File: src/include/vbrd_pkg.sv
// Package for the video buffer register read controller
`default_nettype none
package vbrd_pkg;
   // Fixed upper five bits of the target address
   localparam logic [4:0] ADDR_FIXED = 5'h0b;
   // Direction bits
   localparam logic DIR_WRITE = 1'b0;
   localparam logic DIR_READ = 1'b1;
   // Channel subaddress codes and upper-bit pad
   localparam logic [1:0] CHAN_FIRST = 2'h1;
   localparam logic [1:0] CHAN_LAST = 2'h3;
   localparam logic [5:0] SUB_PAD = 6'h00;
   // Bus timing
   localparam int CLK_PERIOD_NS = 10;
   localparam int SCL_PERIOD_NS = 10000;
   localparam int QUARTER_CYC = (SCL_PERIOD_NS / 4) / CLK_PERIOD_NS;
   localparam int BITS_PER_BYTE = 8;
   localparam logic [3:0] LAST_BIT = 4'h7;
   localparam logic [3:0] ACK_SLOT = 4'h8;

   // Request from the user
   typedef struct packed {
      logic [1:0] chan;
      logic [1:0] strap;
   } vbrd_req_t;

   // Result to the user
   typedef struct packed {
      logic [7:0] data;
      logic nack;
   } vbrd_rsp_t;

   // Sequencer states
   typedef enum logic [3:0] {
      ST_IDLE, ST_START, ST_BYTE, ST_STOP, ST_GAP, ST_DONE
   } vbrd_state_t;
endpackage : vbrd_pkg
`default_nettype wire

File: src/logic/vbrd_host.sv
// Controller that reads one channel register of the video buffer over the serial bus
`default_nettype none
module vbrd_host #(
   parameter int QUARTER = vbrd_pkg::QUARTER_CYC
) (
   // Clock and reset
   input wire logic clk_i,
   input wire logic rst_b_i,
   // User request
   input wire logic req_valid_i,
   input wire vbrd_pkg::vbrd_req_t req_i,
   output logic req_ready_o,
   // User answer
   output logic rsp_valid_o,
   output vbrd_pkg::vbrd_rsp_t rsp_o,
   // Bus clock pin
   input wire logic scl_i,
   output logic scl_o,
   output logic scl_oe_o,
   // Bus data pin
   input wire logic sda_i,
   output logic sda_o,
   output logic sda_oe_o
);
   initial begin
      if (QUARTER < 1) begin
         $error("QUARTER must be at least one");
      end
   end

   localparam int QW = $clog2(QUARTER + 1);

   // Counter must reach the last quarter count
   initial begin
      if ((QUARTER - 1) >= (1 << QW)) begin
         $error("QUARTER does not fit its counter");
      end
   end

   // Bit timing, all counted in quarters of QUARTER clocks:
   //   quarter 0 - data set up while the clock line is held low
   //   quarter 1 - clock line let go, pull-up raises it
   //   quarter 2 - data line sampled in the middle of clock high
   //   quarter 3 - clock line pulled low again, bit index moves on
   // Start pulls data low under a high clock, then pulls the clock.
   // Stop pulls data, lets the clock go, then lets the data go.
   // A bus-free gap of one bit time follows every stop.
   // Limitation: the clock line is never read back, so a target
   // that stretches the clock will be sampled too early.
   // Byte counter: 0 write address, 1 subaddress, 2 read address,
   // 3 data byte from the target.

   vbrd_pkg::vbrd_state_t st_q, st_d;
   logic [QW-1:0] qcnt_q, qcnt_d;
   logic [1:0] ph_q, ph_d;         // Quarter phase within a bit
   logic [3:0] bit_q, bit_d;       // Bit index, 8 is the acknowledge slot
   logic [1:0] byte_q, byte_d;     // 0 addr-w, 1 sub, 2 addr-r, 3 data
   logic [7:0] sh_q, sh_d;
   logic [7:0] rx_q, rx_d;
   logic nack_q, nack_d;
   vbrd_pkg::vbrd_req_t rq_q, rq_d;
   logic sdal_q, sdal_d;           // Data line pulled low when set
   logic scll_q, scll_d;           // Clock line pulled low when set
   logic rdy_q, rdy_d, vld_q, vld_d;
   vbrd_pkg::vbrd_rsp_t rsp_q, rsp_d; // Result held between reads
   logic tick;

   // Address byte for a phase
   // fixed pattern plus straps
   function automatic logic [7:0] addr_byte(input logic [1:0] strap, input logic dir);
      addr_byte = {vbrd_pkg::ADDR_FIXED, strap, dir};
   endfunction : addr_byte

   assign tick = (qcnt_q == QW'(QUARTER - 1));

   // Next-state sequencing
   always_comb begin
      st_d = st_q;
      qcnt_d = tick ? '0 : qcnt_q + QW'(1);
      ph_d = ph_q;
      bit_d = bit_q;
      byte_d = byte_q;
      sh_d = sh_q;
      rx_d = rx_q;
      nack_d = nack_q;
      rq_d = rq_q;
      sdal_d = sdal_q;
      scll_d = scll_q;
      rdy_d = rdy_q;
      vld_d = 1'b0;
      case (st_q)
         vbrd_pkg::ST_IDLE: begin
            qcnt_d = '0;
            scll_d = 1'b0;
            sdal_d = 1'b0;
            if (req_valid_i && rdy_q) begin
               rdy_d = 1'b0;
               rq_d = req_i;
               byte_d = 2'h0;
               nack_d = 1'b0;
               ph_d = 2'h0;
               st_d = vbrd_pkg::ST_START;
            end
         end
         vbrd_pkg::ST_START: begin
            if (tick) begin
               ph_d = ph_q + 2'h1;
               if (ph_q == 2'h0) begin
                  sdal_d = 1'b1;
               end else if (ph_q == 2'h2) begin
                  scll_d = 1'b1;
                  ph_d = 2'h0;
                  bit_d = '0;
                  sh_d = addr_byte(rq_q.strap, byte_q[1] ? vbrd_pkg::DIR_READ
                                                         : vbrd_pkg::DIR_WRITE);
                  st_d = vbrd_pkg::ST_BYTE;
               end
            end
         end
         vbrd_pkg::ST_BYTE: begin
            if (tick) begin
               ph_d = ph_q + 2'h1;
               case (ph_q)
                  2'h0: begin
                     // Drive data while clock is low
                     if (bit_q == vbrd_pkg::ACK_SLOT) begin
                        // not-acknowledge after the data byte
                        // Released in every slot: target acks, or our NACK
                        sdal_d = 1'b0;
                     end else if (byte_q == 2'h3) begin
                        sdal_d = 1'b0;   // Release for target data
                     end else begin
                        sdal_d = ~sh_q[7];
                        sh_d = {sh_q[6:0], 1'b0};
                     end
                  end
                  2'h1: scll_d = 1'b0;
                  2'h2: begin
                     // Sample in mid high; a held-low clock is not stretched here
                     if (bit_q == vbrd_pkg::ACK_SLOT) begin
                        if (byte_q != 2'h3 && sda_i) begin
                           nack_d = 1'b1;
                        end
                     end else if (byte_q == 2'h3) begin
                        rx_d = {rx_q[6:0], sda_i};
                     end
                  end
                  default: begin
                     scll_d = 1'b1;
                     if (bit_q == vbrd_pkg::ACK_SLOT) begin
                        bit_d = '0;
                        if (nack_q || byte_q == 2'h1 || byte_q == 2'h3) begin
                           st_d = vbrd_pkg::ST_STOP;
                        end else if (byte_q == 2'h0) begin
                           byte_d = 2'h1;
                           sh_d = {vbrd_pkg::SUB_PAD, rq_q.chan};
                        end else begin
                           byte_d = 2'h3;
                        end
                     end else begin
                        bit_d = bit_q + 4'h1;
                     end
                  end
               endcase
            end
         end
         vbrd_pkg::ST_STOP: begin
            if (tick) begin
               ph_d = ph_q + 2'h1;
               if (ph_q == 2'h0) begin
                  sdal_d = 1'b1;
               end else if (ph_q == 2'h1) begin
                  scll_d = 1'b0;
               end else if (ph_q == 2'h2) begin
                  sdal_d = 1'b0;
                  ph_d = 2'h0;
                  st_d = vbrd_pkg::ST_GAP;
               end
            end
         end
         vbrd_pkg::ST_GAP: begin
            // Bus free time before the next start
            if (tick) begin
               ph_d = ph_q + 2'h1;
               if (ph_q == 2'h3) begin
                  ph_d = 2'h0;
                  if (byte_q == 2'h1 && !nack_q) begin
                     byte_d = 2'h2;
                     st_d = vbrd_pkg::ST_START;
                  end else begin
                     st_d = vbrd_pkg::ST_DONE;
                  end
               end
            end
         end
         vbrd_pkg::ST_DONE: begin
            vld_d = 1'b1;
            rdy_d = 1'b1;
            st_d = vbrd_pkg::ST_IDLE;
         end
         default: st_d = vbrd_pkg::ST_IDLE;
      endcase
   end

   // State registers
   always_ff @(posedge clk_i or negedge rst_b_i) begin
      if (!rst_b_i) begin
         st_q <= vbrd_pkg::ST_IDLE;
         qcnt_q <= '0;
         ph_q <= 2'h0;
         bit_q <= 4'h0;
         byte_q <= 2'h0;
         sh_q <= 8'h00;
         rx_q <= 8'h00;
         nack_q <= 1'b0;
         rq_q <= '0;
         sdal_q <= 1'b0;
         scll_q <= 1'b0;
         rdy_q <= 1'b1;
         vld_q <= 1'b0;
      end else begin
         st_q <= st_d;
         qcnt_q <= qcnt_d;
         ph_q <= ph_d;
         bit_q <= bit_d;
         byte_q <= byte_d;
         sh_q <= sh_d;
         rx_q <= rx_d;
         nack_q <= nack_d;
         rq_q <= rq_d;
         sdal_q <= sdal_d;
         scll_q <= scll_d;
         rdy_q <= rdy_d;
         vld_q <= vld_d;
      end
   end

   // Result register, loaded once per finished sequence
   // Kept apart from the shifter so rsp_o stays steady while a read runs
   always_comb begin
      rsp_d = rsp_q;
      // result taken when the sequence ends
      if (st_q == vbrd_pkg::ST_DONE) begin
         rsp_d.data = rx_q;
         rsp_d.nack = nack_q;
      end
   end

   // Result flip-flops
   always_ff @(posedge clk_i or negedge rst_b_i) begin
      if (!rst_b_i) begin
         rsp_q <= '0;
      end else begin
         rsp_q <= rsp_d;
      end
   end

   // Open-drain pins: only ever pull low
   assign scl_o = 1'b0;
   assign sda_o = 1'b0;
   assign scl_oe_o = scll_q;
   assign sda_oe_o = sdal_q;
   assign req_ready_o = rdy_q;
   assign rsp_valid_o = vld_q;
   assign rsp_o = rsp_q;
endmodule : vbrd_host
`default_nettype wire

File: config.mk
export PLATFORM = sky130hd
export DESIGN_NAME = vbrd_host
export DESIGN_NICKNAME = d
export VERILOG_FILES = /design/src/include/vbrd_pkg.sv /design/src/logic/vbrd_host.sv
export SDC_FILE = /design/constraint.sdc
export NUM_CORES = 1
export LEC_CHECK = 0
export ABC_CLOCK_PERIOD_IN_PS = 2340
export BUFFER_PORTS_ARGS = -buffer_cell sky130_fd_sc_hd__clkbuf_2
export CORE_ASPECT_RATIO = 0.7
export CORE_MARGIN = 2
export CORE_UTILIZATION = 58
export DETAILED_ROUTE_END_ITERATION = 8
export PLACE_DENSITY = 0.81
export SLEW_MARGIN = 30
export SYNTH_ARGS = -nofsm -noshare
export SYNTH_HDL_FRONTEND = slang
export SYNTH_SLANG_ARGS = --single-unit
File: constraint.sdc
create_clock -name clk_i -period 2.34 [get_ports clk_i]
set_clock_uncertainty 0.1 [all_clocks]
set_input_delay 0.468 -clock clk_i [delete_from_list [all_inputs] [get_ports clk_i]]
set_output_delay 0.468 -clock clk_i [all_outputs]
set_load 0.01 [all_outputs]
==> implementation parameters <==
Parameter                              Value

Power and ir drop
  Peak ir drop on the vdd network    0.3103 mV
  Clock power frac    39.8%
  Final total power    1564 uW
  PD cells    471.8 nW/um2
  Leakage power total    roughly 0.0015 uW
  Sequential cell fraction of total power    58.5%
  Switching component of the power    322.2 uW
  Internal power component    1242 uW
  Fraction of power spent switching nets    about a fifth
  Relative contribution of combinational cells to total power    around 1.7%

Worst setup path
  Worst Path Required    2440 ps
  Nature of the critical path endpoint    flip-flop
  Reg-to-reg setup timing slack    90 ps
  CP arrival    2350 ps
  Type of the setup path with the least slack    flip-flop to flip-flop
  Worst setup startpoint    qcnt_q[1]
  Maximum fanout along the worst path    8
  Reg-to-reg startpoint    qcnt_q[1]
  Setup crit start kind    flip-flop

CTS
  Clock tree from TritonCTS    yes
  Clock Sink Count    53
  Clock slew at the register clock pins of the worst setup and hold paths    about 90 ps
  Worst-skew pair later-pin latency    310 ps
  Clock Path Buffers    2
  Root buffer cell    clkbuf_8
  Num CTS Buffers    5
  CTS H-tree lvls    2
  Hold Buf Count CTS    0

Route
  Post-DRT Antenna Nets    0
  Wire length per cell after detailed routing    around 17 um
  Vias    2,397
  Initial DRC count    273
  DRC violation count after routing    0
  Detailed Routing Iterations Pass 1    5
  DRT Wirelength    6725 um
  Vias per cell    a little over 6

Logic synthesis
  Total standard cell area after synthesis    2947 um2
  Primary flip-flop cell chosen by synthesis mapping    dfrtp_1
  Share of async-settable or async-resettable flops after synthesis    100.0%
  Post-synth EDFFs    0
  Mean area per synthesized cell    10.20 um2
  Cell count after synthesis    ~290
  Number of warnings printed during yosys synthesis    0
  Register area share after synthesis    45.05%
  Flip-flop and latch count after synthesis    53
  Cell variety after synth    62

Die
  Effective utilization at floorplan    60.95%
  I/O pin total    24
  Floorplan die height    63.64 um
  Total Die Area    5676 um2
  Cell row count    21
  Die extent in x    89.19 um
  Core area    ~4800 um2

Global route
  Total congestion overflow    0
  Antenna violations before repair    0
  Vias in the first global route    2,225
  Gr usage total    24.91%
  Maximum number of pins on one net before global-route repair    54
  First-pass GRT wire length    roughly 11,000 um

Placed design
  HPWL after detailed placement    between 4000 and 5000 um
  PortBufs    20
  Placer's final routability congestion estimate    0.9109

Run status
  Status    completed

Timing
  Minimum clock period    2252 ps
  Setup-violating endpoint count in the final report    0
  Final number of max-transition violations    0
  Actual slew at the worst max-slew pin    653.6 ps
  Max Clock Freq    around 440 MHz
  Final hold violations    0
  Part of the cycle the worst path needs    96.24%
  Worst relative slew slack    56.42%

Cells and area
  Ratio of cells with drive above 1 in the final layout    23.34%
  Commonest non-fill, non-tap cells in the layout    dfrtp_1, nand2_1, clkbuf_2
  Final net count    between 300 and 400
  Most common cell after layout, fill and taps aside    dfrtp_1
  Antenna diodes    0
  Finished Core Util    68.58%
  Count of fill cells added during filler insertion    376
  Syn-to-layout area delta    12.53%

Hold path
  Worst min-delay path category    input pin to asynchronous set/reset pin

Job
  Max-capacitance violation count    0
-- critical path, stage by stage (launching register included) --
cell and delay, ps:
dfrtp_1 410, inv_1 70, ha_1 170, and3b_1 370, nand3_2 210, nor4b_4 240, buf_4 220, mux2_2 350
-- Yosys cell counts (all sizes together) (4+ instances only) --
| master | number | share of area, % |
|---|---|---|
| a2111oi | 6 | 2.2 |
| mux2i | 4 | 1.4 |
| buf | 10 | 1.9 |
| nand4 | 5 | 1.1 |
| o21ai | 16 | 2.8 |
| dfrtp | 52 | 44 |
| nor2 | 13 | 1.7 |
| a21o | 4 | 1.0 |
| inv | 19 | 2.4 |
| nand3 | 8 | 1.5 |
| a21oi | 12 | 2.0 |
| ha | 11 | 4.7 |
| mux2 | 19 | 7.3 |
| or3 | 4 | 0.85 |
| clkbuf | 8 | 1.0 |
| nand2 | 24 | 3.1 |
| nand2b | 4 | 0.85 |
| and3 | 5 | 1.1 |
-- worst paths after layout --
kind	endpoint	cells past startpoint
max in group asynchronous	rx_q[0]	2
hold reg to reg	rq_q[1]	2
setup / recovery	rx_q[2]	7
min in group clk_i	rq_q[0]	3
setup reg to reg	rx_q[2]	7
hold / removal	qcnt_q[4]	2
-- registers in the layout, summed over array words and instances (netlist names) --
signal / count
bit_q: 4
sh_q: 8
rsp_valid_o: 1
scl_oe_o: 1
req_ready_o: 1
rsp_o: 9
st_q: 3
rq_q: 4
rx_q: 8
ph_q: 2
nack_q: 1
qcnt_q: 8
byte_q: 2
sda_oe_o: 1
-- final cells by class --
| type | instances | area, um2 | area share (%) |
|---|---|---|---|
| timing repair buffer | 37 | 227.7 | 6.868 |
| multi-input combinational | 200 | 1491 | 44.98 |
| sequential | 53 | 1328 | 40.04 |
| tap | 69 | 86.33 | 2.604 |
| inverter | 19 | 71.32 | 2.151 |
| clock buffer | 6 | 72.57 | 2.189 |
| clock inverter | 2 | 38.79 | 1.170 |
-- cell families after synthesis --
logic type	after synthesis	synth area share, %
buffers and inverters	37	5.350
and+or+nand+nor	91	18.30
other	1	0.1273
adders and majority gates	11	4.671
xor gates and xnor gates	4	1.189
DFF	53	45.05
muxes	23	8.620
AOI/OAI and AO/OA	69	16.69
-- metrics by stage --
stage	hold WS (ps)	instance area (um2)	TNS (ps)	worst slack, ps	std cells
final	149.3	3316	0	87.98	386
after global routing	231.3	3316	-11.81	-9.504	386
after CTS	198.7	3289	0	35.20	386
after detailed placement	362.5	3178	0	65.12	378
after global placement	356.1	3178	0	186.9	378
after floorplan	72.41	2950	0	184.0	290
-- what timing repair did --
item	in CTS	in global routing
resized for setup	0	6
setup buffers	0	0
endpoints found under the setup margin	0	7
-- layer usage --
| layer | part of all wire (%) | routed length (um) | track usage [%] | up-vias |
|---|---|---|---|---|
| met5 | 0 | 0 | 0 | - |
| met4 | 1.5 | 104 | 5.784 | 0 |
| met3 | 6.6 | 441 | 4.325 | 13 |
| met2 | 46 | 3061 | 36.94 | 101 |
| met1 | 46 | 3118 | 37.87 | 1171 |
| li1 | - | - | - | 1112 |
-- power groups by stage --
stage	combinational (uW)	sequential, uW	clock, uW
2_1_floorplan	4.56	934	0
6_report	26.6	915	622
5_1_grt	32.3	915	671
3_3_place_gp	27.5	933	0
4_1_cts	28.4	915	631
3_5_place_dp	28.0	933	0
No activity file was read; power rests on OpenSTA's default activity.
